===== src/hw/switch_core_pkg.sv =====
// switch core buffer datapath: shared constants for ports, queues and limits
// assumes one 25 MHz core clock; data limits are counted in doublewords (dw), packet limits in packets
package switch_core_pkg;
    localparam int NUM_PORTS   = 7;   // port 0 upstream, 1..6 downstream
    localparam int NUM_STACKS  = 4;   // stacks 0..2 pair ports, stack 3 holds port 6
    localparam int NUM_QUEUES  = 4;
    localparam int DATA_W      = 64;
    localparam int WORD_W      = 66;  // 64 data bits plus two dw parity bits
    localparam int LEN_W       = 10;  // packet length in dw
    localparam int PORT_W      = 3;
    localparam int DW_CNT_W    = 12;
    localparam int PKT_CNT_W   = 7;
    localparam int BEAT_W      = 10;

    localparam logic [PORT_W-1:0] UP_PORT = 3'h0;
    localparam logic [1:0] Q_POSTED    = 2'h0;
    localparam logic [1:0] Q_NONPOSTED = 2'h1;
    localparam logic [1:0] Q_CPL       = 2'h2;
    localparam logic [1:0] Q_INSERT    = 2'h3;

    localparam int DW_BYTES          = 4;
    localparam int POSTED_BYTES      = 4096;
    localparam int NONPOSTED_BYTES   = 768;
    localparam int CPL_BYTES         = 4096;
    localparam int QUEUE_PKTS        = 32;
    localparam int HDR_CREDITS       = 32;
    localparam int PCPL_DATA_CREDITS = 208;
    localparam int NP_DATA_CREDITS   = 32;
    localparam int INSERT_DW         = 12;
    localparam int INSERT_PKTS       = 2;
    localparam int INSERT_MIN_DW     = 3;
    localparam int INSERT_MAX_DW     = 6;  // 4 header + 1 payload + 1 ecrc
    localparam int DECOUPLE_BYTES    = 2112;
    localparam int REPLAY_BYTES      = 4096;
    localparam int REPLAY_BYTES_MRG  = 8192;
    localparam int REPLAY_PKTS       = 32;

    localparam logic [DW_CNT_W-1:0] POSTED_DW    = DW_CNT_W'(POSTED_BYTES / DW_BYTES);
    localparam logic [DW_CNT_W-1:0] NONPOSTED_DW = DW_CNT_W'(NONPOSTED_BYTES / DW_BYTES);
    localparam logic [DW_CNT_W-1:0] CPL_DW       = DW_CNT_W'(CPL_BYTES / DW_BYTES);
    localparam logic [DW_CNT_W-1:0] INS_DW       = DW_CNT_W'(INSERT_DW);
    localparam logic [DW_CNT_W-1:0] DECOUPLE_DW  = DW_CNT_W'(DECOUPLE_BYTES / DW_BYTES);
    localparam logic [DW_CNT_W-1:0] REPLAY_DW    = DW_CNT_W'(REPLAY_BYTES / DW_BYTES);
    localparam logic [DW_CNT_W-1:0] REPLAY_DW_M  = DW_CNT_W'(REPLAY_BYTES_MRG / DW_BYTES);
endpackage


===== src/hw/switch_core_buffer_datapath.sv =====
// switch core buffering datapath: ingress store accounting, tdm demux,
// root-to-leaf / leaf-to-root buses, decoupler and egress replay accounting
// assumes stacks drive tdm ingress words in their own slots and a scheduler
// issues dispatch requests; packet payload storage sits in the stack rams
//
// Behaviour
// RULE_01 - seven x4 ports, even/odd pairs merge x8
// RULE_02 - downward and upward buses run concurrently
// RULE_03 - peer traffic: upward bus, decoupler, downward bus
// RULE_04 - four ingress queues, data and descriptor limits
// RULE_05 - posted/completion: 4 KB or 32 packets
// RULE_06 - non-posted: 768 bytes or 32 packets
// RULE_07 - merged ports double queue data and count
// RULE_08 - insertion buffers never merge
// RULE_09 - insertion: 12 dw, two small packets
// RULE_10 - decoupler holds exactly one 2112-byte packet
// RULE_11 - replay buffer holds packets until acknowledged
// RULE_12 - replay 4 KB/32, merged 8 KB/32
// RULE_13 - core writes egress at x8 regardless
// RULE_14 - 66-bit words, even parity per dw
// RULE_15 - bifurcated ingress: even cycle even port
// RULE_16 - narrow links use only some slots
// RULE_17 - merged stack gets every cycle
// RULE_18 - core demuxes words into originating port queues
// RULE_19 - queued packet moves continuously at x8
// RULE_20 - egress contiguous, read out time-multiplexed
// RULE_21 - admit only with descriptor and data room
`timescale 1ns/1ps
module switch_core_buffer_datapath #(
    parameter int NUM_PORTS  = switch_core_pkg::NUM_PORTS,
    parameter int NUM_STACKS = switch_core_pkg::NUM_STACKS
) (
    input  wire logic                                      ref_clk_in,
    input  wire logic                                      srst_in,
    input  wire logic [NUM_STACKS-1:0]                     merge_in,
    input  wire logic [NUM_STACKS-1:0]                     ing_valid_in,
    input  wire logic [NUM_STACKS-1:0]                     ing_sop_in,
    input  wire logic [NUM_STACKS*switch_core_pkg::WORD_W-1:0] ing_word_in,
    input  wire logic [NUM_STACKS*2-1:0]                   ing_queue_in,
    input  wire logic [NUM_STACKS*switch_core_pkg::LEN_W-1:0]  ing_len_in,
    input  wire logic                                      disp_valid_in,
    input  wire logic [2:0]                                disp_src_in,
    input  wire logic [1:0]                                disp_queue_in,
    input  wire logic [2:0]                                disp_dest_in,
    input  wire logic [switch_core_pkg::LEN_W-1:0]         disp_len_in,
    input  wire logic                                      ack_valid_in,
    input  wire logic [2:0]                                ack_port_in,
    input  wire logic [switch_core_pkg::LEN_W-1:0]         ack_len_in,
    output logic [NUM_STACKS-1:0]                          ing_reject_out,
    output logic [NUM_STACKS-1:0]                          par_err_out,
    output logic                                           disp_ack_out,
    output logic                                           disp_refuse_out,
    output logic                                           rtl_busy_out,
    output logic [2:0]                                     rtl_dest_out,
    output logic                                           ltr_busy_out,
    output logic [2:0]                                     ltr_src_out,
    output logic                                           dec_full_out,
    output logic [NUM_STACKS-1:0]                          egr_slot_out,
    output logic [NUM_PORTS*4-1:0]                         q_full_out
);
    localparam int WW = switch_core_pkg::WORD_W;
    localparam int LW = switch_core_pkg::LEN_W;
    localparam int CW = switch_core_pkg::DW_CNT_W;
    localparam int PW = switch_core_pkg::PKT_CNT_W;
    localparam int BW = switch_core_pkg::BEAT_W;

    logic          phase_r;                           // 0 = even cycle
    logic [CW-1:0] q_dw_r  [NUM_PORTS][4];
    logic [PW-1:0] q_pkt_r [NUM_PORTS][4];
    logic [CW-1:0] rpl_dw_r  [NUM_PORTS];
    logic [PW-1:0] rpl_pkt_r [NUM_PORTS];
    logic [NUM_STACKS-1:0] mrg;
    logic [BW-1:0] rtl_cnt_r, ltr_cnt_r;
    logic          rtl_from_dec_r, ltr_to_dec_r;
    logic [1:0]    rtl_q_r, ltr_q_r;
    logic [LW-1:0] rtl_len_r, ltr_len_r, dec_len_r;
    logic [2:0]    dec_dest_r;

    // merge of a pair; stack 3 carries port 6 alone and never merges
    always_comb begin
        mrg = merge_in;
        mrg[NUM_STACKS-1] = 1'b0;                     // [RULE_01]
    end

    function automatic logic port_merged(input logic [2:0] p, input logic [NUM_STACKS-1:0] m);
        port_merged = m[p[2:1]];
    endfunction

    // data limit of a queue; insertion keeps single-port size when merged
    function automatic logic [CW-1:0] lim_dw(input logic [1:0] q, input logic m);
        logic [CW-1:0] base;
        case (q)
            switch_core_pkg::Q_POSTED:    base = switch_core_pkg::POSTED_DW;    // [RULE_05]
            switch_core_pkg::Q_NONPOSTED: base = switch_core_pkg::NONPOSTED_DW; // [RULE_06]
            switch_core_pkg::Q_CPL:       base = switch_core_pkg::CPL_DW;       // [RULE_05]
            default:                      base = switch_core_pkg::INS_DW;       // [RULE_09]
        endcase
        lim_dw = (m && q != switch_core_pkg::Q_INSERT) ? CW'(base << 1) : base; // [RULE_07] [RULE_08]
    endfunction

    function automatic logic [PW-1:0] lim_pkt(input logic [1:0] q, input logic m);
        lim_pkt = (q == switch_core_pkg::Q_INSERT) ? PW'(switch_core_pkg::INSERT_PKTS)
                                                   : PW'(switch_core_pkg::QUEUE_PKTS << m);
    endfunction

    function automatic logic [BW-1:0] beats(input logic [LW-1:0] len);
        beats = BW'((11'(len) + 11'h001) >> 1);     // two dw per 64-bit beat
    endfunction

    // room test shared by ingress admission: descriptor and data both needed
    function automatic logic fits(input logic [CW-1:0] used, input logic [PW-1:0] pk,
                                  input logic [LW-1:0] len, input logic [CW-1:0] ldw,
                                  input logic [PW-1:0] lpk);
        fits = (pk < lpk) && ((13'(used) + 13'(len)) <= 13'(ldw)); // [RULE_21] [RULE_04]
    endfunction

    // slot counter: even cycles belong to even ports in bifurcated stacks
    always_ff @(posedge ref_clk_in) begin
        if (srst_in) begin
            phase_r <= 1'b0;
        end else begin
            phase_r <= ~phase_r;                      // [RULE_15]
        end
    end

    // ingress demux and admission per stack
    logic [2:0]    ing_port [NUM_STACKS];
    logic          ing_ok   [NUM_STACKS];
    logic          ing_bad  [NUM_STACKS];
    logic          ing_perr [NUM_STACKS];
    always_comb begin
        for (int s = 0; s < NUM_STACKS; s++) begin
            logic [WW-1:0] w;
            logic [1:0]    q;
            logic [LW-1:0] len;
            logic          in_range;
            w   = ing_word_in[s*WW +: WW];
            q   = ing_queue_in[s*2 +: 2];
            len = ing_len_in[s*LW +: LW];
            // merged stacks own every cycle; bifurcated ones alternate
            ing_port[s] = mrg[s] ? 3'(2*s) : 3'(2*s + int'(phase_r)); // [RULE_17] [RULE_15] [RULE_18]
            in_range = (int'(ing_port[s]) < NUM_PORTS);
            // sparse valids from narrow links simply leave slots unused
            ing_perr[s] = ing_valid_in[s] && in_range &&                   // [RULE_16]
                          ((w[64] != ^w[31:0]) || (w[65] != ^w[63:32]));  // [RULE_14]
            ing_ok[s] = ing_valid_in[s] && ing_sop_in[s] && in_range &&
                        !(q == switch_core_pkg::Q_INSERT &&                    // [RULE_09]
                          (int'(len) < switch_core_pkg::INSERT_MIN_DW ||
                           int'(len) > switch_core_pkg::INSERT_MAX_DW)) &&
                        fits(q_dw_r[ing_port[s]][q], q_pkt_r[ing_port[s]][q], len,
                             lim_dw(q, mrg[s]), lim_pkt(q, mrg[s]));
            ing_bad[s] = ing_valid_in[s] && ing_sop_in[s] && !ing_ok[s];       // [RULE_21]
        end
    end

    // dispatch decision; decoupler drains first so the downward bus frees it
    logic       rtl_idle, ltr_idle, dec_go, d_ok, d_rtl, d_ltr, d_p2p;
    logic       rpl_room_dec, rpl_room_d;
    always_comb begin
        rtl_idle = (rtl_cnt_r == '0);
        ltr_idle = (ltr_cnt_r == '0);
        rpl_room_dec = (rpl_pkt_r[dec_dest_r] < PW'(switch_core_pkg::REPLAY_PKTS)) &&
                       ((13'(rpl_dw_r[dec_dest_r]) + 13'(dec_len_r)) <=
                        13'(port_merged(dec_dest_r, mrg) ? switch_core_pkg::REPLAY_DW_M
                                                         : switch_core_pkg::REPLAY_DW));
        dec_go  = dec_full_out && rtl_idle && rpl_room_dec;         // [RULE_03]
        d_rtl   = (disp_src_in == switch_core_pkg::UP_PORT);
        d_ltr   = (disp_dest_in == switch_core_pkg::UP_PORT);
        d_p2p   = !d_rtl && !d_ltr;
        rpl_room_d = (rpl_pkt_r[disp_dest_in] < PW'(switch_core_pkg::REPLAY_PKTS)) && // [RULE_12]
                     ((13'(rpl_dw_r[disp_dest_in]) + 13'(disp_len_in)) <=
                      13'(port_merged(disp_dest_in, mrg) ? switch_core_pkg::REPLAY_DW_M
                                                         : switch_core_pkg::REPLAY_DW));
        d_ok = disp_valid_in && (disp_src_in != disp_dest_in) &&
               (int'(disp_src_in) < NUM_PORTS) && (int'(disp_dest_in) < NUM_PORTS) &&
               (q_pkt_r[disp_src_in][disp_queue_in] != '0);
        if (d_rtl) begin
            d_ok = d_ok && rtl_idle && !dec_go && rpl_room_d;       // [RULE_02]
        end else if (d_ltr) begin
            d_ok = d_ok && ltr_idle && rpl_room_d;                  // [RULE_02]
        end else begin
            // decoupler takes one packet only
            d_ok = d_ok && ltr_idle && !dec_full_out && !ltr_to_dec_r &&  // [RULE_10]
                   (12'(disp_len_in) <= switch_core_pkg::DECOUPLE_DW);
        end
    end

    // root-to-leaf bus: one 64-bit beat per cycle, never interleaved
    always_ff @(posedge ref_clk_in) begin
        if (srst_in) begin
            rtl_cnt_r      <= '0;
            rtl_busy_out   <= 1'b0;
            rtl_dest_out   <= 3'h0;
            rtl_from_dec_r <= 1'b0;
            rtl_q_r        <= 2'h0;
            rtl_len_r      <= '0;
        end else if (dec_go) begin
            rtl_cnt_r      <= beats(dec_len_r);       // [RULE_03] [RULE_19]
            rtl_busy_out   <= 1'b1;
            rtl_dest_out   <= dec_dest_r;
            rtl_from_dec_r <= 1'b1;
        end else if (d_ok && d_rtl) begin
            rtl_cnt_r      <= beats(disp_len_in);     // [RULE_19] [RULE_13]
            rtl_busy_out   <= 1'b1;
            rtl_dest_out   <= disp_dest_in;
            rtl_from_dec_r <= 1'b0;
            rtl_q_r        <= disp_queue_in;
            rtl_len_r      <= disp_len_in;
        end else if (!rtl_idle) begin
            rtl_cnt_r    <= rtl_cnt_r - BW'(1);
            rtl_busy_out <= (rtl_cnt_r != BW'(1));
        end
    end

    // leaf-to-root bus: toward port 0 or into the decoupler
    always_ff @(posedge ref_clk_in) begin
        if (srst_in) begin
            ltr_cnt_r    <= '0;
            ltr_busy_out <= 1'b0;
            ltr_src_out  <= 3'h0;
            ltr_to_dec_r <= 1'b0;
            ltr_q_r      <= 2'h0;
            ltr_len_r    <= '0;
        end else if (d_ok && !d_rtl) begin
            ltr_cnt_r    <= beats(disp_len_in);       // [RULE_19] [RULE_02]
            ltr_busy_out <= 1'b1;
            ltr_src_out  <= disp_src_in;
            ltr_to_dec_r <= d_p2p;                    // [RULE_03]
            ltr_q_r      <= disp_queue_in;
            ltr_len_r    <= disp_len_in;
        end else if (!ltr_idle) begin
            ltr_cnt_r    <= ltr_cnt_r - BW'(1);
            ltr_busy_out <= (ltr_cnt_r != BW'(1));
            ltr_to_dec_r <= ltr_to_dec_r && (ltr_cnt_r != BW'(1));
        end
    end

    // decoupler occupancy: filled at the end of an upward peer transfer
    always_ff @(posedge ref_clk_in) begin
        if (srst_in) begin
            dec_full_out <= 1'b0;
            dec_len_r    <= '0;
            dec_dest_r   <= 3'h0;
        end else if (ltr_to_dec_r && ltr_cnt_r == BW'(1)) begin
            dec_full_out <= 1'b1;                     // [RULE_10]
            dec_len_r    <= ltr_len_r;
        end else if (dec_go) begin
            dec_full_out <= 1'b0;                     // [RULE_03]
        end
        if (!srst_in && d_ok && d_p2p) begin
            dec_dest_r <= disp_dest_in;
        end
    end

    // ingress queue accounting: reserve at start of packet, free when sent
    always_ff @(posedge ref_clk_in) begin
        if (srst_in) begin
            q_dw_r  <= '{default: '0};
            q_pkt_r <= '{default: '0};
        end else begin
            for (int p = 0; p < NUM_PORTS; p++) begin
                for (int q = 0; q < 4; q++) begin
                    logic [CW-1:0] dw;
                    logic [PW-1:0] pk;
                    dw = q_dw_r[p][q];
                    pk = q_pkt_r[p][q];
                    for (int s = 0; s < NUM_STACKS; s++) begin
                        if (ing_ok[s] && int'(ing_port[s]) == p &&
                            int'(ing_queue_in[s*2 +: 2]) == q) begin
                            dw = dw + CW'(ing_len_in[s*LW +: LW]);  // [RULE_18] [RULE_04]
                            pk = pk + PW'(1);
                        end
                    end
                    if (rtl_cnt_r == BW'(1) && !rtl_from_dec_r && p == 0 &&
                        int'(rtl_q_r) == q) begin
                        dw = dw - CW'(rtl_len_r);
                        pk = pk - PW'(1);
                    end
                    if (ltr_cnt_r == BW'(1) && int'(ltr_src_out) == p &&
                        int'(ltr_q_r) == q) begin
                        dw = dw - CW'(ltr_len_r);
                        pk = pk - PW'(1);
                    end
                    q_dw_r[p][q]  <= dw;
                    q_pkt_r[p][q] <= pk;
                end
            end
        end
    end

    // egress replay buffer: whole packet enters contiguously, leaves on ack
    always_ff @(posedge ref_clk_in) begin
        if (srst_in) begin
            rpl_dw_r  <= '{default: '0};
            rpl_pkt_r <= '{default: '0};
        end else begin
            for (int p = 0; p < NUM_PORTS; p++) begin
                logic [CW-1:0] dw;
                logic [PW-1:0] pk;
                dw = rpl_dw_r[p];
                pk = rpl_pkt_r[p];
                if (dec_go && int'(dec_dest_r) == p) begin
                    dw = dw + CW'(dec_len_r);         // [RULE_20] [RULE_11]
                    pk = pk + PW'(1);
                end
                if (d_ok && !d_p2p && int'(disp_dest_in) == p) begin
                    dw = dw + CW'(disp_len_in);       // [RULE_20] [RULE_13]
                    pk = pk + PW'(1);
                end
                // held until the link partner acknowledges; bad acks ignored
                if (ack_valid_in && int'(ack_port_in) == p && pk != '0 &&
                    dw >= CW'(ack_len_in)) begin
                    dw = dw - CW'(ack_len_in);        // [RULE_11]
                    pk = pk - PW'(1);
                end
                rpl_dw_r[p]  <= dw;
                rpl_pkt_r[p] <= pk;
            end
        end
    end

    // registered status pulses and egress readout slot per stack
    always_ff @(posedge ref_clk_in) begin
        if (srst_in) begin
            ing_reject_out  <= '0;
            par_err_out     <= '0;
            disp_ack_out    <= 1'b0;
            disp_refuse_out <= 1'b0;
            egr_slot_out    <= '0;
            q_full_out      <= '0;
        end else begin
            for (int s = 0; s < NUM_STACKS; s++) begin
                ing_reject_out[s] <= ing_bad[s];      // [RULE_21]
                par_err_out[s]    <= ing_perr[s];     // [RULE_14]
                // link layer reads the odd section in odd cycles when split
                egr_slot_out[s]   <= mrg[s] ? 1'b0 : ~phase_r;  // [RULE_20] [RULE_11]
            end
            disp_ack_out    <= d_ok;
            disp_refuse_out <= disp_valid_in && !d_ok;
            for (int p = 0; p < NUM_PORTS; p++) begin
                for (int q = 0; q < 4; q++) begin
                    q_full_out[p*4+q] <=
                        (q_pkt_r[p][q] >= lim_pkt(2'(q), port_merged(3'(p), mrg))) ||
                        (q_dw_r[p][q] >= lim_dw(2'(q), port_merged(3'(p), mrg)));
                end
            end
        end
    end
endmodule


===== config.mk =====
export PLATFORM = sky130hd
export DESIGN_NAME = switch_core_buffer_datapath
export DESIGN_NICKNAME = d
export VERILOG_FILES = /design/src/hw/switch_core_pkg.sv /design/src/hw/switch_core_buffer_datapath.sv
export SDC_FILE = /design/constraint.sdc
export NUM_CORES = 2
export LEC_CHECK = 0
export BUFFER_PORTS_ARGS = -buffer_cell sky130_fd_sc_hd__buf_2
export CAP_MARGIN = 20
export CORE_MARGIN = 1.5
export CORE_UTILIZATION = 30
export CTS_BUF_LIST = sky130_fd_sc_hd__clkbuf_8
export DETAILED_ROUTE_END_ITERATION = 8
export PLACE_DENSITY_LB_ADDON = 0.3
export SLEW_MARGIN = 20
export SYNTH_ARGS = -nofsm -noshare
export SYNTH_HDL_FRONTEND = slang
export SYNTH_SLANG_ARGS = --single-unit

===== constraint.sdc =====
create_clock -name ref_clk_in -period 26.8 [get_ports ref_clk_in]
set_input_delay 5.36 -clock ref_clk_in [delete_from_list [all_inputs] [get_ports ref_clk_in]]
set_output_delay 5.36 -clock ref_clk_in [all_outputs]
set_load 0.1 [all_outputs]

---- After elaboration in Yosys (flattened, before gate mapping) ----
Index checks and enable logic that the tools add are counted.
word-level totals
  bits in registers ....................... 775
  output and inout bits ................... 51
  logic and storage cells ................. 1742
  input port bits ......................... 359
operators by class
  $lt $le $gt $ge ......................... 104
  equal/unequal tests ..................... 96
  bitwise logic cells ..................... 14
  add/subtract/negate cells ............... 343
  reduce and logical (&&, ||, !) cells .... 381
  shift operators ......................... 3
  muxes and demuxes ....................... 707
operator list
  operator                                          count
  two-way mux 12 bit                                321
  two-way mux 7 bit                                 312
  adder 12 x 10 -> 12 bit                           126
  adder 7 x 1 -> 7 bit, second input constant       126
  binary-select mux 48 bit (select 3 bit)           4
  subtractor 12 x 10 -> 12 bit                      39
  binary-select mux 28 bit (select 3 bit)           5
  two-way mux 48 bit                                8
  greater-or-equal comparator 12 bit                28
  two-way mux 28 bit                                10
  logical AND 1 bit                                 279
  subtractor 7 x 1 -> 7 bit, second input constant  39
  parity 32 bit                                     8
  greater-or-equal comparator 7 bit                 18
  binary-select mux 12 bit (select 2 bit)           4
  case mux 11 bit (2 select lines)                  4
  equality test 3 bit, second input constant        28
  greater-or-equal comparator 12 x 10 -> 1 bit      7
  adder 12 x 10 -> 13 bit                           6
  <= comparator 13 x 12 -> 1 bit                    6
  binary-select mux 12 bit (select 3 bit)           2
  binary-select mux 7 bit (select 2 bit)            5
  nonzero test 7 bit                                8
  two-way mux 10 bit                                5
  other kinds (48)                                  250

---- Logic depth before layout (Yosys ltp) ----
  depth in word-level cells ............... 30
  mapped depth ............................ 55
  gate-level depth less buffers ........... 45

---- Least setup slack after synthesis ----
Ideal clock, no wire load.
  kind .................................... input to register
  start point ............................. input merge_in[0]
  end point ............................... register q_dw_r[323] in the netlist's numbering
  setup slack ............................. 12171 ps
  cell stages on the path ................. 43
  buffers on the path ..................... 6
  arrival time ............................ 14502 ps
  library setup time ...................... 128 ps
  data required time ...................... 26672 ps
  cell sequence ........................... clkbuf_1 > nor2b_1 > buf_2 > buf_1 > clkbuf_1 > mux4_2 > mux2_2 > ha_1 > o21ai_0 > a21oi_1 > a41oi_1 > nor2_1 > o21bai_1 > xor2_1 > ha_1 > a211oi_1 > a31oi_1 > o31a_1 > [... 7 more ...] > nor2b_1 > o21ai_0 > a21boi_0 > o21ai_0 > a21boi_0 > o21ai_0 > a21boi_0 > o21a_1 > a21oi_1 > ha_1 > nand3_1 > nand2_1 > a41o_1 > a2111oi_0 > xnor2_1 > mux2i_1 > xnor2_1 > nor2_1
on the way
  word-level cells in the longest chain between the ends .. 30
  elaborated cells on any way between the ends .. 45
  classes of those cells .................. add/sub (6); order compare (3); shift (1); mux (26); bitwise (1); reduce/logical (8)
ends and longest elaborated chain
  element                                                 line                                source
  from (decl)                                             switch_core_buffer_datapath.sv:35   input wire logic [NUM_STACKS-1:0] merge_in,
  two-way mux 1 bit                                       switch_core_buffer_datapath.sv:141  ing_port[s] = mrg[s] ? 3'(2*s) : 3'(2*s + int'(phase_r));
  inverter 1 -> 4 bit (not written as such)               switch_core_buffer_datapath.sv:150  fits(q_dw_r[ing_port[s]][q], q_pkt_r[ing_port[s]][q], len,
  binary-select mux 48 bit (select 3 bit)                 switch_core_buffer_datapath.sv:150
  two-way mux 48 bit (not written as such) (2 in series)  switch_core_buffer_datapath.sv:150
  binary-select mux 12 bit (select 2 bit)                 switch_core_buffer_datapath.sv:150
  two-way mux 12 bit (not written as such) (2 in series)  switch_core_buffer_datapath.sv:150
  adder 12 x 10 -> 13 bit                                 switch_core_buffer_datapath.sv:114  fits = (pk < lpk) && ((13'(used) + 13'(len)) <= 13'(ldw));
  <= comparator 13 x 12 -> 1 bit                          switch_core_buffer_datapath.sv:114
  [... 12 more ...]                                       n/a
  adder 12 x 10 -> 12 bit                                 switch_core_buffer_datapath.sv:270  dw = dw + CW'(ing_len_in[s*LW +: LW]);
  two-way mux 12 bit (*)                                  switch_core_buffer_datapath.sv:268  if (ing_ok[s] && int'(ing_port[s]) == p &&
  two-way mux 12 bit (*)                                  switch_core_buffer_datapath.sv:257  if (srst_in) begin
  subtractor 12 x 10 -> 12 bit                            switch_core_buffer_datapath.sv:276  dw = dw - CW'(rtl_len_r);
  two-way mux 12 bit (*)                                  switch_core_buffer_datapath.sv:274  if (rtl_cnt_r == BW'(1) && !rtl_from_dec_r && p == 0 &&
  two-way mux 12 bit (*)                                  switch_core_buffer_datapath.sv:257
  subtractor 12 x 10 -> 12 bit                            switch_core_buffer_datapath.sv:281  dw = dw - CW'(ltr_len_r);
  two-way mux 12 bit (*)                                  switch_core_buffer_datapath.sv:279  if (ltr_cnt_r == BW'(1) && int'(ltr_src_out) == p &&
  to (signal, indexed assignment)                         switch_core_buffer_datapath.sv:284  q_dw_r[p][q] <= dw;
  to (decl)                                               switch_core_buffer_datapath.sv:68   logic [CW-1:0] q_dw_r [NUM_PORTS][4];
Every way passes the cells marked *; elsewhere a longest branch is shown, timed or not. The select of a mux whose other input is x is not followed.
A chain may end at the register's enable or synchronous reset.

---- Worst setup path in the final report ----
  start point ............................. input disp_dest_in[0]
  end point ............................... register rpl_dw_r[60] in the netlist's numbering
on the way
  word-level cells in the longest chain between the ends .. 19
  elaborated cells on any way between the ends .. 44
  classes of those cells .................. add/sub (2); order compare (4); eq/ne (2); mux (13); bitwise (1); reduce/logical (22)
ends and longest elaborated chain
  element                                                                               line                                source
  from (decl)                                                                           switch_core_buffer_datapath.sv:44   input wire logic [2:0] disp_dest_in,
  branches (longest 12 deep; another with adder 12 x 10 -> 13 bit)                      n/a
  logical AND 1 bit (*)                                                                 switch_core_buffer_datapath.sv:306  if (d_ok && !d_p2p && int'(disp_dest_in) == p) begin
  branches (longest 5 deep; another with greater-or-equal comparator 12 x 10 -> 1 bit)  n/a
  two-way mux 12 bit (*)                                                                switch_core_buffer_datapath.sv:311  if (ack_valid_in && int'(ack_port_in) == p && pk != '0 &&
  to (signal, indexed assignment)                                                       switch_core_buffer_datapath.sv:316  rpl_dw_r[p] <= dw;
  to (decl)                                                                             switch_core_buffer_datapath.sv:70   logic [CW-1:0] rpl_dw_r [NUM_PORTS];
Every way passes the cells marked *. The select of a mux whose other input is x is not followed.

==> metrics.txt <==
post-synth cell types 104; WHS 0.449 ns; via count 84104; vias in the first global route 78958; drt total wl 326000 µm; Max Fclk 66.9 MHz; Max Root-Sink Buffers 4; final setup fails 0; worst vdd ir 0.0336 mV; status completed; Rel. slew slack 0.133; post-route ant nets 0; Top Ports 410; Final Max Tran Viols 0; HPWL after DPL 243000 µm; Top FF cell, synth dfxtp_1; Die Wd 550 µm; Synth Instances 11447; placed insts 15502; CP Max Fanout 37; RSZ-0062 raised after global routing false; Hold Crit Start rtl_len_r[5]$_SDFFE_PP0P_; critical path required time 27.63 ns; Overflow after GRT 0; CTS Sinks 775; die height 550 µm; most frequent CP cell a21oi_1; final setup TNS 0 ns; minimum clock period 14.94 ns; worst r2r path cells 41; Clk pin slew, worst setup/hold paths 0.06 ns; Netlist Area Pre-Place 89900 µm²; hold_buf cts 0; top-area cell type share of the netlist area 0.172; CTS tree built; Worst Setup End Kind flop; worst path arrival time 15.76 ns; Non-Filler Instances 15809; drt wl/cell 20.6 µm; r2r startpoint dec_dest_r[0]$_SDFFCE_PN0P_; initial antenna violation count 26; R2R Setup Slk 14.07 ns; pin count of the biggest net entering global routing 95; number of synthesized register bits 775; Core Area 298000 µm²; full die area 303000 µm²; clock latency on the worst-skew pair 0.98 ns; Post-synth EDFFs 3; Worst Hold Path EP rtl_len_r[5]$_SDFFE_PP0P_; maxcap violations 0; first-pass GRT wire length 489000 µm; largest cells by area after synthesis dfxtp_1 (17%), ha_1 (15%), xnor2_1 (10%), nand2_1 (5.0%), nor2_1 (4.7%); cts repair resizes 0; Worst Setup SP disp_dest_in[0]; Iteration-0 DRC Markers 6564; # rows 200; TritonRoute pass-1 iters 6; number of setup buffers added after CTS 0; # DRC 0; Crit Reg-Reg Endpoint rpl_dw_r[82]$_SDFF_PP0_; H-tree depth 4; Fill cells 31420; clock skew 0.114 ns; gr usage total 0.209; post-synth top area cell dfxtp_1; Power Dens Cells 39.6 nW/µm²; Post-synth ARST share 0; final hold vios 0; final cycle utilization of the critical path 0.557; critical path class primary input to flop; vias per cell 5.32; Starting Density 0.302; synth-to-layout area growth 11.3%; mean area per synthesized cell 7.85 µm²; CP max-delay cell and4_1; I/O Buffers 408; worst slew pin tran 1.30 ns; Synthesis Warnings 0; share of cells above drive strength 1 0.107; TritonCTS Buffers 177; static leakage 41.8 nW; Root Buffer clkbuf_8; GP Congestion 0.933; post-synthesis sequential area ratio 0.173; Hold Path Class flop to flop; max incr delay on CP 0.79 ns; Worst Setup Start Kind primary input; worst hold stages 2; nets@finish 13294
==> worst max-delay path, delay by kind of cell <==
kind / cells / cell delay (ns)
AOI/OAI and AO/OA: 16 / 3.95
and+or+nand+nor: 11 / 3.26
muxes: 3 / 1.39
adders and majority gates: 3 / 0.91
buffers and inverters: 3 / 0.70
xor gates and xnor gates: 1 / 0.14
==> stage by stage <==
| step | util | worst slack (ns) | total power [mW] | instance area (µm²) |
|---|---|---|---|---|
| after floorplan | - | 12.17 | 2.19 | 89900 |
| after global placement | 0.324 | 11.14 | 2.53 | 96500 |
| after detailed placement | 0.324 | 11.16 | 2.53 | 96500 |
| after CTS | 0.336 | 12.15 | 4.01 | 100000 |
| after global routing | 0.336 | 11.24 | 4.19 | 100000 |
| final | 0.336 | 11.86 | 3.97 | 100000 |
==> sequential cells by signal, indices dropped and copies added (netlist names), 2 cells and up <==
signal          count
rtl_q_r             2
ltr_src_out         3
rtl_cnt_r          10
par_err_out         4
dec_dest_r          3
ltr_q_r             2
ltr_len_r          10
dec_len_r          10
rpl_dw_r           84
q_full_out         28
ltr_cnt_r          10
q_dw_r            336
rtl_len_r          10
ing_reject_out      4
egr_slot_out        4
q_pkt_r           196
rpl_pkt_r          49
rtl_dest_out        3
==> layout make-up <==
cell class | count | area (µm²) | share of cell area
Clock inverter | 76 | 488 | 0.00488
Sequential cell | 775 | 15500 | 0.155
Clock buffer | 220 | 3030 | 0.0303
Timing Repair Buffer | 568 | 3250 | 0.0325
Multi-Input combinational cell | 9625 | 70500 | 0.705
Tap cell | 3939 | 4930 | 0.0493
Inverter | 595 | 2240 | 0.0224
Antenna cell | 11 | 27.5 | 0.000275
==> per-layer routing <==
metal,global-route usage,up-vias,part of all wire
met5,0,-,0.00015
met4,0.0750,6,0.038
met3,0.0293,560,0.065
met2,0.337,2562,0.44
met1,0.282,39509,0.45
li1,-,41467,-
==> cell usage after synthesis, types with 245 or more instances <==
cell type,n
nand2_1,1193
nor2_1,1126
ha_1,1106
xnor2_1,1023
dfxtp_1,772
a21oi_1,751
o21ai_0,646
inv_1,593
clkbuf_1,370
xor2_1,365
nor3_1,248
nand3_1,245
==> worst max path at each step <==
stage | cells after the start | to | slack [ns]
final | 37 | rpl_dw_r[60]$_SDFF_PP0_ | 11.86
after global routing | 43 | q_dw_r[323]$_SDFF_PP0_ | 11.24
after CTS | 43 | q_dw_r[323]$_SDFF_PP0_ | 12.15
after detailed placement | 40 | q_dw_r[323]$_SDFF_PP0_ | 11.16
after global placement | 40 | q_dw_r[323]$_SDFF_PP0_ | 11.14
after floorplan | 43 | q_dw_r[323]$_SDFF_PP0_ | 12.17
==> power breakdown <==
part | total [mW] | switching [mW] | leakage, nW | internal [mW]
logic | 1.28 | 0.775 | 33.5 | 0.506
registers | 1.24 | 0.0513 | 6.26 | 1.19
clock network | 1.44 | 0.653 | 2.00 | 0.790
total | 3.97 | 1.48 | 41.8 | 2.49
==> layout by cell type, fill, tap and decap left out, drive strengths merged, types with 73 or more instances in the layout <==
cell type and count:
o21a 86, a21oi 753, xor2 365, mux2 167
a211oi 243, nand2 1193, a21boi 82, nor2 1126
a21o 232, ha 1106, xnor2 1023, mux4 143
nor3 251, o21bai 220, o21ai 655, fa 87
inv 638, nor4 103, nand2b 73, dfxtp 772
clkbuf 220, buf 568, mux2i 216, and3 117
nor2b 168, nand4 123, nand3 245
==> logic make-up (layout without fill, tap and decap cells) <==
group                    Yosys count  in the layout  synth area share
multiplexers                     526            526            0.0808
AO/OA/AOI/OAI                   2745           2745             0.197
buffers and inverters           1049           1459            0.0445
XOR/XNOR                        1390           1390             0.136
adder cells (fa/ha/maj)         1193           1193             0.173
AND/OR/NAND/NOR                 3768           3768             0.196
flip-flops                       775            775             0.173
other                              1             14         0.0000417
Power figures use the tool's default switching activity.
